**src/common/wcs_pkg.sv**
```systemverilog
// Package of constants and types for the windowed countdown supervisor.
package wcs_pkg;

   // ------------------------------------------------------------------
   // Register map (byte addresses on APB).
   // ------------------------------------------------------------------
   localparam logic [11:0] WCS_OFF_CTRL = 12'h000;
   localparam logic [11:0] WCS_OFF_STAT = 12'h004;
   localparam logic [11:0] WCS_OFF_MASK = 12'h008;
   localparam logic [11:0] WCS_OFF_MODE = 12'h00c;

   // ------------------------------------------------------------------
   // Field layout and reset values.
   // ------------------------------------------------------------------
   localparam int WCS_ARM_POS = 7;
   localparam int WCS_TOP_POS = 6;
   localparam logic [7:0] WCS_CTRL_RST = 8'h7f;
   localparam int WCS_ST_SUPRST = 0;
   localparam int WCS_ST_SWRST = 1;
   localparam int WCS_ST_W = 2;
   localparam int WCS_MODE_HALT = 0;
   localparam int WCS_MODE_WAKE = 1;
   localparam int WCS_MODE_HWOPT = 2;

   // ------------------------------------------------------------------
   // Timing.
   // ------------------------------------------------------------------
   localparam int WCS_STEP_CYC = 65536;
   localparam int WCS_WAKE_CYC = 514;
   localparam int WCS_CLK_MHZ = 250;
   localparam int WCS_PULSE_NS = 500;
   // A least time: round up to whole cycles.
   localparam int WCS_PULSE_CYC =
      (WCS_PULSE_NS * WCS_CLK_MHZ + 999) / 1000;

   // Supervisor status carried from the core to the register file.
   typedef struct packed {
      logic [7:0] ctrl;
      logic rst_ev;
      logic swrst_ev;
      logic rst_active;
   } wcs_stat_t;

endpackage : wcs_pkg

```
**src/design/wcs_cycle_counter.sv**
```systemverilog
// Parameterised cycle counter that pulses once every PERIOD enabled cycles.
module wcs_cycle_counter #(
   parameter int PERIOD = 65536
) (
   input wire logic i_clk,
   input wire logic i_sys_rst,
   input wire logic i_run,
   input wire logic i_clear,
   output logic o_tick
);
   localparam int W = $clog2(PERIOD + 1);
   localparam logic [W-1:0] LAST = W'(PERIOD - 1);

   logic [W-1:0] cnt_q;
   logic [W-1:0] cnt_d;
   wire at_last = (cnt_q == LAST);

   // Counter wraps at the period; clear restarts the interval.
   assign cnt_d = i_clear ? '0 : (!i_run ? cnt_q :
                  (at_last ? '0 : cnt_q + W'(1)));

   // ------------------------------------------------------------------
   // State.
   // ------------------------------------------------------------------
   // The tick is registered so the consumer sees a clean one-cycle pulse.
   always_ff @(posedge i_clk) begin
      if (i_sys_rst) begin
         cnt_q <= '0;
         o_tick <= 1'b0;
      end else begin
         cnt_q <= cnt_d;
         o_tick <= i_run && at_last && !i_clear;
      end
   end
endmodule : wcs_cycle_counter

```
**src/design/wcs_apb_regs.sv**
```systemverilog
// APB slave holding status, mask and mode registers of the supervisor.
module wcs_apb_regs
   import wcs_pkg::*;
(
   input wire logic i_clk,
   input wire logic i_sys_rst,
   input wire logic i_psel,
   input wire logic i_penable,
   input wire logic i_pwrite,
   input wire logic [11:0] i_paddr,
   input wire logic [31:0] i_pwdata,
   input wire logic [3:0] i_pstrb,
   input wire wcs_pkg::wcs_stat_t i_stat,
   output logic [31:0] o_prdata,
   output logic o_pready,
   output logic o_pslverr,
   output logic o_ctrl_wr,
   output logic [7:0] o_ctrl_wdata,
   output logic [2:0] o_mode,
   output logic o_irq
);
   import wcs_pkg::*;

   logic [WCS_ST_W-1:0] stat_q;
   logic [WCS_ST_W-1:0] stat_d;
   logic [WCS_ST_W-1:0] mask_q;
   logic [2:0] mode_q;

   // ------------------------------------------------------------------
   // Decode.
   // ------------------------------------------------------------------
   // Access phase completes in two cycles; pready is registered so it
   // rises the cycle after penable goes high.
   wire acc = i_psel && i_penable && !o_pready;
   wire wr = acc && i_pwrite && i_pstrb[0];
   wire hit_ctrl = (i_paddr == WCS_OFF_CTRL);
   wire hit_stat = (i_paddr == WCS_OFF_STAT);
   wire hit_mask = (i_paddr == WCS_OFF_MASK);
   wire hit_mode = (i_paddr == WCS_OFF_MODE);
   wire hit_any = hit_ctrl || hit_stat || hit_mask || hit_mode;
   wire [WCS_ST_W-1:0] ev = {i_stat.swrst_ev, i_stat.rst_ev};
   wire [WCS_ST_W-1:0] w1c = (wr && hit_stat) ?
                             i_pwdata[WCS_ST_W-1:0] : '0;
   wire [31:0] rdata =
      hit_ctrl ? {24'h000000, i_stat.ctrl} :
      hit_stat ? {30'h00000000, stat_q} :
      hit_mask ? {30'h00000000, mask_q} :
      hit_mode ? {29'h00000000, mode_q} : 32'h00000000;

   // Event set wins over the write-one clear in the same cycle.
   assign stat_d = (stat_q & ~w1c) | ev; // RULE13

   // ------------------------------------------------------------------
   // Registers.
   // ------------------------------------------------------------------
   // Status survives supervisor resets so software can read the cause.
   always_ff @(posedge i_clk) begin
      if (i_sys_rst) begin
         stat_q <= '0;
         mask_q <= '0;
         mode_q <= '0;
         o_pready <= 1'b0;
         o_pslverr <= 1'b0;
         o_prdata <= 32'h00000000;
         o_ctrl_wr <= 1'b0;
         o_ctrl_wdata <= 8'h00;
         o_irq <= 1'b0;
      end else begin
         stat_q <= stat_d;
         if (wr && hit_mask) mask_q <= i_pwdata[WCS_ST_W-1:0];
         if (wr && hit_mode) mode_q <= i_pwdata[2:0];
         o_pready <= acc;
         o_pslverr <= acc && !hit_any;
         o_prdata <= acc ? rdata : 32'h00000000;
         o_ctrl_wr <= wr && hit_ctrl;
         o_ctrl_wdata <= i_pwdata[7:0];
         o_irq <= |(stat_d & mask_q);
      end
   end

   assign o_mode = mode_q;
endmodule : wcs_apb_regs

```
**src/design/wcs_supervisor.sv**
```systemverilog
// Top of the windowed countdown supervisor timer.
// Functional notes
// RULE1: Countdown drops by one every 65,536 clock cycles.
// RULE2: When armed, top bit clearing launches a reset pulse of about 500 ns.
// RULE3: Countdown keeps running while disarmed; only the reset is suppressed.
// RULE4: Software rewrites control with FFh..C0h periodically.
// RULE5: Refresh sets arm and top bit; low six bits give steps before reset.
// RULE6: FFh gives 524.288 ms and C0h gives 8.192 ms at 8 MHz.
// RULE7: Software option: disarmed after every reset, stays armed once armed.
// RULE8: Writing arm set with top bit clear forces an immediate reset.
// RULE9: Hardware option keeps the supervisor armed, ignoring the arm bit.
// RULE10: Wait mode has no effect; counting and reset act as in run.
// RULE11: In halt the countdown freezes and no reset is produced.
// RULE12: After halt wake-up counting resumes only after 514 clocks.
// RULE13: A status flag records that the supervisor caused the last reset.
// RULE14: Software refreshes the countdown just before entering halt.
// RULE15: Control holds arm at bit 7 and the count in bits 6..0.
// RULE16: Software can set the arm bit but never clear it.
// RULE17: Control resets to 7Fh: disarmed, count at maximum.
// RULE18: A control write loads the count at once and may set arm.
// RULE19: Reset pulse length comes from a small cycle counter.
//
// The register addresses and the APB interface to the registers were decided locally.
module wcs_supervisor
   import wcs_pkg::*;
#(
   parameter int STEP_CYC = WCS_STEP_CYC,
   parameter int WAKE_CYC = WCS_WAKE_CYC,
   parameter int PULSE_CYC = WCS_PULSE_CYC
) (
   input wire logic i_clk,
   input wire logic i_sys_rst,
   input wire logic i_psel,
   input wire logic i_penable,
   input wire logic i_pwrite,
   input wire logic [11:0] i_paddr,
   input wire logic [31:0] i_pwdata,
   input wire logic [3:0] i_pstrb,
   output logic [31:0] o_prdata,
   output logic o_pready,
   output logic o_pslverr,
   output logic o_irq,
   output logic o_rst_n
);
   import wcs_pkg::*;

   typedef enum logic [1:0] {
      WCS_RUN = 2'b00,
      WCS_HALT = 2'b01,
      WCS_WAKE = 2'b10
   } wcs_state_t;

   localparam int PW = $clog2(PULSE_CYC + 1);

   // ------------------------------------------------------------------
   // Declarations.
   // ------------------------------------------------------------------
   logic [7:0] ctrl_q;
   logic [7:0] ctrl_d;
   wcs_state_t state_q;
   wcs_state_t state_d;
   logic [PW-1:0] pulse_q;
   logic [PW-1:0] pulse_d;
   logic rst_n_q;
   logic rst_ev_q;
   logic swrst_ev_q;
   logic hw_opt_q;
   logic step_tick;
   logic wake_tick;
   logic ctrl_wr;
   logic [7:0] ctrl_wdata;
   logic [2:0] mode;
   wcs_stat_t stat;
   // Declared here because the step prescaler's run input reads it.
   logic pulse_active;

   // ------------------------------------------------------------------
   // Register file.
   // ------------------------------------------------------------------
   assign stat.ctrl = ctrl_q;
   assign stat.rst_ev = rst_ev_q;
   assign stat.swrst_ev = swrst_ev_q;
   assign stat.rst_active = !rst_n_q;

   wcs_apb_regs u_regs (
      .i_clk(i_clk),
      .i_sys_rst(i_sys_rst),
      .i_psel(i_psel),
      .i_penable(i_penable),
      .i_pwrite(i_pwrite),
      .i_paddr(i_paddr),
      .i_pwdata(i_pwdata),
      .i_pstrb(i_pstrb),
      .i_stat(stat),
      .o_prdata(o_prdata),
      .o_pready(o_pready),
      .o_pslverr(o_pslverr),
      .o_ctrl_wr(ctrl_wr),
      .o_ctrl_wdata(ctrl_wdata),
      .o_mode(mode),
      .o_irq(o_irq)
   );

   // ------------------------------------------------------------------
   // Power-mode sequencing.
   // ------------------------------------------------------------------
   wire halt_req = mode[WCS_MODE_HALT];
   wire wake_req = mode[WCS_MODE_WAKE];
   wire running = (state_q == WCS_RUN); // RULE10
   wire in_wake = (state_q == WCS_WAKE);

   // Halt freezes; wake-up passes through a fixed restart delay.
   always_comb begin
      state_d = state_q;
      case (state_q)
         WCS_RUN: begin
            if (halt_req) state_d = WCS_HALT; // RULE11
         end
         WCS_HALT: begin
            if (wake_req) state_d = WCS_WAKE;
         end
         WCS_WAKE: begin
            if (wake_tick) state_d = WCS_RUN; // RULE12
         end
         default: begin
            state_d = WCS_RUN;
         end
      endcase
   end

   // Step prescaler only advances in run; halt holds its phase.
   wcs_cycle_counter #(.PERIOD(STEP_CYC)) u_step (
      .i_clk(i_clk),
      .i_sys_rst(i_sys_rst),
      .i_run(running && !pulse_active),
      .i_clear(1'b0),
      .o_tick(step_tick) // RULE1
   );

   // Restart delay counter, cleared whenever not waking.
   wcs_cycle_counter #(.PERIOD(WAKE_CYC)) u_wake (
      .i_clk(i_clk),
      .i_sys_rst(i_sys_rst),
      .i_run(in_wake && !wake_tick),
      .i_clear(!in_wake),
      .o_tick(wake_tick) // RULE12
   );

   // ------------------------------------------------------------------
   // Countdown and arming.
   // ------------------------------------------------------------------
   assign pulse_active = (pulse_q != '0);
   wire armed = ctrl_q[WCS_ARM_POS] || hw_opt_q; // RULE9
   wire [6:0] cnt_dec = ctrl_q[6:0] - 7'h01; // RULE6
   wire dec_now = step_tick && running && !ctrl_wr;
   // Top bit falls on the 40h to 3Fh step.
   wire roll = dec_now && (ctrl_q[6:0] == 7'h40); // RULE2
   wire sw_rst = ctrl_wr && ctrl_wdata[WCS_ARM_POS] &&
                 !ctrl_wdata[WCS_TOP_POS]; // RULE8
   wire fire = !pulse_active && ((roll && armed) || sw_rst); // RULE2

   // A write replaces the count and may only set arm; a decrement
   // keeps counting whether armed or not.
   assign ctrl_d =
      pulse_active ? WCS_CTRL_RST :               // RULE17
      ctrl_wr ? {ctrl_q[WCS_ARM_POS] | ctrl_wdata[WCS_ARM_POS],
                 ctrl_wdata[6:0]} :                // RULE18 RULE16
      dec_now ? {ctrl_q[WCS_ARM_POS], cnt_dec} :   // RULE3
      ctrl_q;

   // Pulse counter loads on a fire and counts down to zero.
   assign pulse_d = fire ? PW'(PULSE_CYC) :
                    (pulse_active ? pulse_q - PW'(1) : pulse_q); // RULE19

   // ------------------------------------------------------------------
   // State.
   // ------------------------------------------------------------------
   // The supervisor reset returns the control register and power state
   // to their reset values, so the software option comes back disarmed.
   always_ff @(posedge i_clk) begin
      if (i_sys_rst) begin
         ctrl_q <= WCS_CTRL_RST; // RULE17 RULE7
         state_q <= WCS_RUN;
         pulse_q <= '0;
         rst_n_q <= 1'b1;
         rst_ev_q <= 1'b0;
         swrst_ev_q <= 1'b0;
      end else begin
         ctrl_q <= ctrl_d; // RULE15
         state_q <= pulse_active ? WCS_RUN : state_d;
         pulse_q <= pulse_d;
         rst_n_q <= !(fire || (pulse_active && pulse_q != PW'(1)));
         rst_ev_q <= fire; // RULE13
         swrst_ev_q <= fire && sw_rst;
      end
   end

   // Option strap copied from the mode register; it cannot be changed by
   // the supervisor's own reset, mimicking a non-volatile option byte.
   always_ff @(posedge i_clk) begin
      if (i_sys_rst) begin
         hw_opt_q <= 1'b0;
      end else begin
         hw_opt_q <= mode[WCS_MODE_HWOPT]; // RULE9
      end
   end

   assign o_rst_n = rst_n_q;
endmodule : wcs_supervisor

```
**config.mk**
```make
export PLATFORM = sky130hd
export DESIGN_NAME = wcs_supervisor
export DESIGN_NICKNAME = d
export VERILOG_FILES = /design/src/common/wcs_pkg.sv /design/src/design/wcs_cycle_counter.sv /design/src/design/wcs_apb_regs.sv /design/src/design/wcs_supervisor.sv
export SDC_FILE = /design/constraint.sdc
export NUM_CORES = 1
export LEC_CHECK = 0
export BUFFER_PORTS_ARGS = -buffer_cell sky130_fd_sc_hd__buf_2
export CAP_MARGIN = 20
export CELL_PAD_IN_SITES_DETAIL_PLACEMENT = 1
export CELL_PAD_IN_SITES_GLOBAL_PLACEMENT = 1
export CORE_ASPECT_RATIO = 1.75
export CORE_MARGIN = 2
export CORE_UTILIZATION = 32
export DETAILED_ROUTE_END_ITERATION = 7
export PLACE_DENSITY_LB_ADDON = 0.1
export SYNTH_ARGS = -nofsm -noshare
export SYNTH_HDL_FRONTEND = slang
export SYNTH_SLANG_ARGS = --single-unit
```
**constraint.sdc**
```tcl
create_clock -name i_clk -period 7.6 [get_ports i_clk]
set_clock_uncertainty 0.15 [all_clocks]
set_input_delay 1.14 -clock i_clk [delete_from_list [all_inputs] [get_ports i_clk]]
set_output_delay 1.14 -clock i_clk [all_outputs]
set_load 0.01 [all_outputs]
```
==> results of run 1 <==
## state kept, by name (all words and copies together) (netlist names), 3 cells and up
register,flops
u_step.cnt_q,17
u_wake.cnt_q,10
ctrl_q,8
u_regs.o_ctrl_wdata,8
u_regs.o_prdata,8
pulse_q,7
u_regs.o_mode,3
## tightest hold or removal path, delay by kind of cell (launching register included)
kind	cells	cell delay, ns
and+or+nand+nor	1	0.05
DFF	1	0.31
muxes	1	0.06
## cells by family (layout without fill, tap and decap cells)
kind of cell / count (synthesis) / after routing / share of synthesized area (%)
fa+ha+maj: 6 / 6 / 2.11
other cells: 1 / 24 / 0.105
xor+xnor: 18 / 18 / 4.42
simple gates: 178 / 178 / 28.0
flops: 77 / 77 / 43.3
buf+inv: 53 / 66 / 8.43
mux: 10 / 10 / 3.55
compound gates: 53 / 53 / 10.1
## path summary, 6_finish.rpt
path                                           end                   start  cells after the start
worst min-delay path                     ctrl_q[0]  u_regs.o_ctrl_wdata[0]                      2
worst min register to register           ctrl_q[0]  u_regs.o_ctrl_wdata[0]                      2
worst max register to register    u_step.cnt_q[12]              pulse_q[0]                      6
worst max-delay path            u_regs.o_prdata[7]               i_sys_rst                      5
## routing by layer
layer	part of all wire (%)	routed length [um]
met5	0	0
met4	1.4	122
met3	3.2	276
met2	59	5200
met1	36	3150
## cells in the mapped netlist, drive strengths merged (8+ instances only)
cell | instances | area share, %
dfxtp | 77 | 43
nor2 | 33 | 3.5
buf | 29 | 5.9
nand2 | 23 | 2.4
nor3 | 18 | 2.5
a21oi | 17 | 2.5
inv | 13 | 1.4
nor2b | 13 | 2.3
nand3 | 12 | 1.7
xnor2 | 12 | 2.9
clkbuf | 11 | 1.2
nand4 | 11 | 1.9
nor4 | 10 | 1.8
o21ai | 9 | 1.3
or3 | 8 | 1.4
or4 | 8 | 1.7
## where the power goes
| group | leakage [nW] | switching, mW | internal, mW |
|---|---|---|---|
| clock | 0.129 | 0.182 | 0.225 |
| sequential | 0.625 | 0.0234 | 0.425 |
| combinational | 0.745 | 0.111 | 0.0666 |
| total | 1.50 | 0.317 | 0.717 |
## area by class of cell
cell class | instances | area (sq um)
fill | 1291 | 6940
multi-input combinational | 289 | 1810
sequential | 77 | 1540
clock buffer | 9 | 225
timing repair buffer | 37 | 185
tap | 132 | 165
clock inverter | 7 | 57.6
inverter | 13 | 48.8
==> impl_metrics.ini, run 1 <==
[route]
drt_wl_total_um = 8750
num_vias = 2892
vias_per_cell = 5.13
drt_iter0_drc = 46
drc_errors = 0
wl_per_cell_um = 15.5
antenna_left = 0
drtPass1Iterations = 4

[floorplan]
die_height_um = 144
die_w_um = 83.8
ios = 89
die-area_sq_mm = 0.0120
num_rows = 51
start_util_pct = 32.5
design.core.area_sq_mm = 0.0110

[job]
cap_violations = 0

[final_layout]
layout-drive-gt1-share_pct = 15.0
utilization_pct = 36.7
final_cells = 564
area_growth_pct = 13.1
n_antenna_cell = 0
postLayoutCellArea_sq_mm = 0.00403
layout_common_cells = dfxtp_1, buf_2, nor2_1
nNetsFinal = 486
final_common_cell = dfxtp_1

[power]
p_per_area_mw_per_mm2 = 256
p_total_mw = 1.03
ir_drop_v = 0.000135
leakage_nw = 1.50

[sta]
whs_ns = 0.303
worst_pin_slew_ns = 0.796
finalCriticalPeriod_ns = 2.83
setup_tns_ns = 0
slew_headroom_pct = 46.3
finalSetupViolations = 0
timing.fmax_ghz = 0.354
rsz0062_at_grt = no
slew_violations = 0
setup_slack_ns = 4.77
fin_crit_sh_pct = 37.2
hold_viol_final = 0

[synth]
synthArstFlopShare_pct = 0
ys_seq_area_share_pct = 43.3
synth-seq-cells = 77
synth_edf_count = 0
ys_types = 58
synth_ff_type = dfxtp_1
netlist_area_sq_mm = 0.00356
avgSynthCellArea_sq_um = 9.00
ys_warn_count = 0
synth_cells = 396

[cts]
clock-sinks = 77
cts_root_buf = clkbuf_16
cts_setup_buffers = 0
clkTransAtPathRegs_ns = 0.07
tritoncts = yes
cts_hold_buffers = 0
cts_resized = 0
cts_buffers = 9
cts_max_path_buffers = 2
cts_htree_levels = 3
clkLatencyLatePin_ns = 0.33

[worst_hold_path]
min_path_type = reg -> reg

[global_routing]
grtUsageMet2_pct = 31.3
grt_pass1_wl_um = 14100
grt_pass1_vias = 2979
busiest_layer = met2
grt_use_met1_pct = 13.6
grt_use_met3_pct = 2.93
grt_use_total_pct = 14.9
grt_max_degree = 41
antenna_found_initial = 0
grt_overflow_total = 0

[place]
place_area_sq_mm = 0.00375
place_congestion = 0.769
hpwl_um = 6540
placed_cells = 548
dp_slack_ns = 4.33
io_buffers = 37

[worst_setup_path]
critPathKind = in -> reg
cp-start-kind = primary input
cp_max_fo = 40
critical-path-top-delay-family = simple AND/OR/NAND/NOR gates
crit_path_max_incr_delay_ns = 0.49
cp.required_ns = 7.73
crit_buf_inv = 1
arrival_ns = 2.96
worstSetupEndpointType = flip-flop
cp_cell_sequence = buf_2 > nor4bb_1 > nand4_1 > nor3_1 > and2_1
crit_path_top_delay_cell = nor4bb_1
r2r_slack_ns = 4.89

[run_status]
run_status = completed
Note: power is estimated with default switching activity, not from simulation.
==> run 2, diff against run 1 <==
==> constraint.sdc (replaced) <==
create_clock -name i_clk -period 2.7 [get_ports i_clk]
set_clock_uncertainty 0.15 [all_clocks]
set_input_delay 0.405 -clock i_clk [delete_from_list [all_inputs] [get_ports i_clk]]
set_output_delay 0.405 -clock i_clk [all_outputs]
set_load 0.01 [all_outputs]
==> run 2 against run 1 <==
  * Power grew to 3.0 times the previous value
  * Via count is 1.3% higher
  * Routed wire length is 2.3% higher
  * Sequential share of layout area is 1.4 points lower
  * Die area stayed put
  * First-iteration DRC count is 63% higher
  * Sequential power grew to 2.8 times the previous value
  * Critical path type is now reg -> reg
  * Highest routed layer unchanged
==> impl_metrics.ini, run 2 (same netlist as run 1, synthesis figures left out) <==
[cts]
cts_resized = 0
cts_max_path_buffers = 2
clkTransAtPathRegs_ns = 0.07
tritoncts = yes
clkLatencyLatePin_ns = 0.35
cts_hold_buffers = 0
cts_setup_buffers = 0
cts_htree_levels = 3
clock-sinks = 77
cts_root_buf = clkbuf_16
cts_buffers = 9

[global_routing]
grt_pass1_vias = 3037
grt_max_degree = 40
grt_use_total_pct = 15.7
grt_pass1_wl_um = 14800
grt_overflow_total = 0
antenna_found_initial = 0

[final_layout]
area_growth_pct = 17.4
layout_common_cells = dfxtp_1, buf_2, nor2_1
postLayoutCellArea_sq_mm = 0.00418
final_cells = 581
nNetsFinal = 503
largest_reg_flops = 17
reg.largest.list = u_step.cnt_q: 17 flops, u_wake.cnt_q: 10 flops
n_antenna_cell = 0
layout-drive-gt1-share_pct = 18.3
top_register = u_step.cnt_q
multiInputGateArea_sq_mm = 0.00181
seq_area_sq_mm = 0.00154
final_common_cell = dfxtp_1
num-fill-cells = 1323

[route]
drt_iter0_drc = 75
num_vias = 2929
drt_wl_total_um = 8950
drtPass1Iterations = 3
drc_errors = 0
wl_per_cell_um = 15.4
antenna_left = 0
vias_per_cell = 5.04

[sta]
worst_pin_slew_ns = 0.542
whs_ns = 0.113
hold_viol_final = 0
slew_violations = 0
finalCriticalPeriod_ns = 2.50
fin_crit_sh_pct = 92.7
rsz0062_at_grt = no
timing.fmax_ghz = 0.400
slew_headroom_pct = 63.6
setup_slack_ns = 0.198
finalSetupViolations = 0
setup_tns_ns = 0

[floorplan]
die-area_sq_mm = 0.0120
die_w_um = 83.8
design.core.area_sq_mm = 0.0110
ios = 89
num_rows = 51
die_height_um = 144
start_util_pct = 32.5

[run_status]
run_status = completed

[job]
cap_violations = 0

[worst_setup_path]
cp.required_ns = 2.83
cp_max_fo = 9
crit_path_top_delay_cell = or4_1
critPathKind = reg -> reg
cp_cell_sequence = inv_1 > ha_1 > or3b_1 > or4_1 > or3_1 > a21oi_2
crit_path_max_incr_delay_ns = 0.71
worstSetupEndpointType = flip-flop
cp-start-kind = flip-flop
arrival_ns = 2.63

[worst_hold_path]
min_path_type = in -> reg

[place]
dp_slack_ns = 0.214
placed_cells = 565
hpwl_um = 6670
io_buffers = 37
place_congestion = 0.759
place_area_sq_mm = 0.00388

[power]
ir_drop_v = 0.000318
p_per_area_mw_per_mm2 = 747
leakage_nw = 1.60
-- run 2: cell types whose count changed in the layout (fill, tap and decap cells not counted) --
cell / previous run / this run
clkinvlp_4: 3 / 1
bufinv_16: 0 / 1
buf_4: 0 / 17
clkinv_4: 1 / 2
-- run 2: cell type report --
class	count	share of cell area (%)
multi-input combinational	289	43.2
clock inverter	7	1.94
clock buffer	9	5.38
tap	132	3.95
sequential	77	36.9
timing repair buffer	54	7.48
inverter	13	1.17
-- run 2: per-layer routing --
metal  wire (um)  up-vias  GRT usage, %
li1            -     1460             -
met1        3440     1408          15.7
met2        5020       49          30.6
met3         283       12          2.41
met4         210        0          8.40
met5           0        -             0
-- run 2: through the flow --
| step | total power, mW | utilization (%) |
|---|---|---|
| 6_report | 3.13 | 38.1 |
| 5_1_grt | 3.29 | 38.1 |
| 4_1_cts | 3.18 | 38.1 |
| 3_5_place_dp | 1.90 | 35.3 |
| 3_3_place_gp | 1.89 | 35.3 |
| 2_1_floorplan | 1.69 | - |
-- run 2: worst paths after layout --
kind,start,end,slack [ns],cells past startpoint
worst max register to register,pulse_q[0],u_step.cnt_q[12],0.20,6
worst min register to register,u_regs.o_ctrl_wdata[0],ctrl_q[0],0.30,2
worst min-delay path,i_pwdata[4],u_regs.o_ctrl_wdata[4],0.11,2
worst max-delay path,pulse_q[0],u_step.cnt_q[12],0.20,6
-- run 2: report_power, final --
group / total, mW / switching, mW / internal (mW)
Clock: 1.27 / 0.539 / 0.729
Combinational: 0.599 / 0.337 / 0.262
Sequential: 1.26 / 0.0615 / 1.20
-- run 2: worst max-delay path: cells and delay by family (launching register included) --
kind	cells	cell delay [ns]
adder cells (fa/ha/maj)	1	0.17
AO/OA/AOI/OAI	1	0.13
buffers and inverters	1	0.08
flip-flops	1	0.34
AND/OR/NAND/NOR	3	1.57
==> run 3, diff against run 2 <==
==> constraint.sdc (replaced) <==
create_clock -name i_clk -period 2.4 [get_ports i_clk]
set_clock_uncertainty 0.15 [all_clocks]
set_input_delay 0.36 -clock i_clk [delete_from_list [all_inputs] [get_ports i_clk]]
set_output_delay 0.36 -clock i_clk [all_outputs]
set_load 0.01 [all_outputs]
==> run 3 against run 2 <==
  * Global-route usage decreased by 0.26 points
  * Sequential share of layout area decreased by 0.98 points
  * Largest cell class unchanged
  * Clock power increased by 17%
  * Flip-flop and latch count stayed put
  * Hold slack got worse by 0.030 ns
  * Fmax increased by 12%
  * Sequential power increased by 10%
  * Highest routed layer unchanged
  * First-iteration DRC count fell by 23%
==> impl_metrics.ini, run 3 (same netlist as run 1, synthesis figures left out) <==
[floorplan]
die_w_um = 83.8
ios = 89
die_height_um = 144
die-area_sq_mm = 0.0120
start_util_pct = 32.5
design.core.area_sq_mm = 0.0110
num_rows = 51

[cts]
cts_hold_buffers = 0
cts_max_path_buffers = 2
cts_setup_buffers = 0
cts_htree_levels = 3
cts_buffers = 9
cts_root_buf = clkbuf_16
tritoncts = yes
clkTransAtPathRegs_ns = 0.06
clkLatencyLatePin_ns = 0.34
clock-sinks = 77

[final_layout]
area_growth_pct = 20.6
final_common_cell = dfxtp_1
n_antenna_cell = 0
largest_reg_flops = 17
num-fill-cells = 1336
reg.largest.list = u_step.cnt_q: 17 flops, u_wake.cnt_q: 10 flops
top_register = u_step.cnt_q
layout-drive-gt1-share_pct = 20.9
final_cells = 592
layout_common_cells = dfxtp_1, buf_2, nor2_1
nNetsFinal = 514

[sta]
fin_crit_sh_pct = 93.1
rsz0062_at_grt = no
finalSetupViolations = 0
timing.fmax_ghz = 0.448
finalCriticalPeriod_ns = 2.23
setup_tns_ns = 0
slew_violations = 0
hold_viol_final = 0

[place]
place_congestion = 0.787
placed_cells = 576
io_buffers = 37
hpwl_um = 6820

[worst_hold_path]
min_path_type = in -> reg
hold_depth = 2
hold_end = u_regs.o_ctrl_wdata[6]
min_from = i_pwdata[6]

[global_routing]
grt_overflow_total = 0
grt_pass1_wl_um = 14800
grt_use_total_pct = 15.4
antenna_found_initial = 0
grt_max_degree = 21
grt_pass1_vias = 3062

[power]
leakage_nw = 1.67
ir_drop_v = 0.000372
p_per_area_mw_per_mm2 = 850

[worst_setup_path]
cp_max_fo = 6
arrival_ns = 2.34
cp-start-kind = flip-flop
critPathKind = reg -> reg
crit_path_top_delay_cell = or4_1
worstSetupEndpointType = flip-flop
r2r-end = u_step.cnt_q[13]
worstRegToRegCells = 6
r2r-start = pulse_q[1]
cp.required_ns = 2.51
r2r_slack_ns = 0.17
crit_path_max_incr_delay_ns = 0.48
cp_cell_sequence = inv_1 > ha_2 > or3b_4 > or3_4 > or4_1 > a21oi_1

[route]
drtPass1Iterations = 4
drt_wl_total_um = 8900
num_vias = 2961
antenna_left = 0
drc_errors = 0
drt_iter0_drc = 58
wl_per_cell_um = 15.0
vias_per_cell = 5.00

[run_status]
run_status = completed

[job]
cap_violations = 0
[run 3: changes by cell type in the layout (fill, tap and decap cells not counted), sizes merged]
cell / before / now
inv: 16 / 15
buf: 54 / 65
clkinvlp: 1 / 0
clkbuf: 9 / 10
bufinv: 1 / 2
[run 3: critical path: cells and delay by family (launching register included)]
kind	cells	cell delay (ns)
DFF	1	0.31
adders and majority gates	1	0.19
buffers and inverters	1	0.09
AOI/OAI and AO/OA	1	0.16
and+or+nand+nor	3	1.27
[run 3: through the flow]
stage	worst slack, ns	power [mW]	cell area (sq um)	util (%)	hold WS [ns]
after floorplan	0.0197	1.91	3660	-	0.270
after global placement	0.0757	2.18	3970	36.1	0.292
after detailed placement	0.0490	2.19	3970	36.1	0.291
after CTS	0.00770	3.69	4290	39.1	0.0726
after global routing	0.0479	3.86	4300	39.1	0.0758
final	0.167	3.65	4300	39.1	0.0829
[run 3: repair_timing]
item / CTS / global route
resized for setup: 0 / 2
hold endpoints to repair: 0 / 0
endpoints found under the setup margin: 0 / 7
[run 3: cell type report]
cell class / count / area [sq um] / area share, %
clock inverters: 6 / 95.1 / 2.21
inverters: 13 / 48.8 / 1.14
clock buffers: 10 / 229 / 5.33
multi-input cells: 289 / 1820 / 42.4
repair buffers: 65 / 395 / 9.20
flip-flops and latches: 77 / 1540 / 35.9
well taps: 132 / 165 / 3.84
[run 3: power by group]
part	leakage, nW	internal [mW]	switching [mW]
Clock	0.158	0.922	0.555
Combinational	0.886	0.351	0.438
Sequential	0.625	1.35	0.0411
Total	1.67	2.62	1.03
[run 3: worst max-delay path by stage]
stage / start / to / slack [ns]
3_3_place_gp: pulse_q[1] / u_step.cnt_q[11] / 0.08
4_1_cts: pulse_q[1] / u_step.cnt_q[13] / 0.008
3_5_place_dp: pulse_q[1] / u_step.cnt_q[13] / 0.05
2_1_floorplan: pulse_q[0] / u_step.cnt_q[12] / 0.02
6_report: pulse_q[1] / u_step.cnt_q[13] / 0.17
5_1_grt: pulse_q[1] / u_step.cnt_q[9] / 0.05
[run 3: metal layers]
layer	up-vias	track usage [%]	part of all wire (%)	routed length (um)
li1	1480	-	-	-
met1	1425	15.7	38	3380
met2	44	30.7	57	5100
met3	12	3.10	3.0	268
met4	0	5.26	1.7	147
met5	-	0	0	0
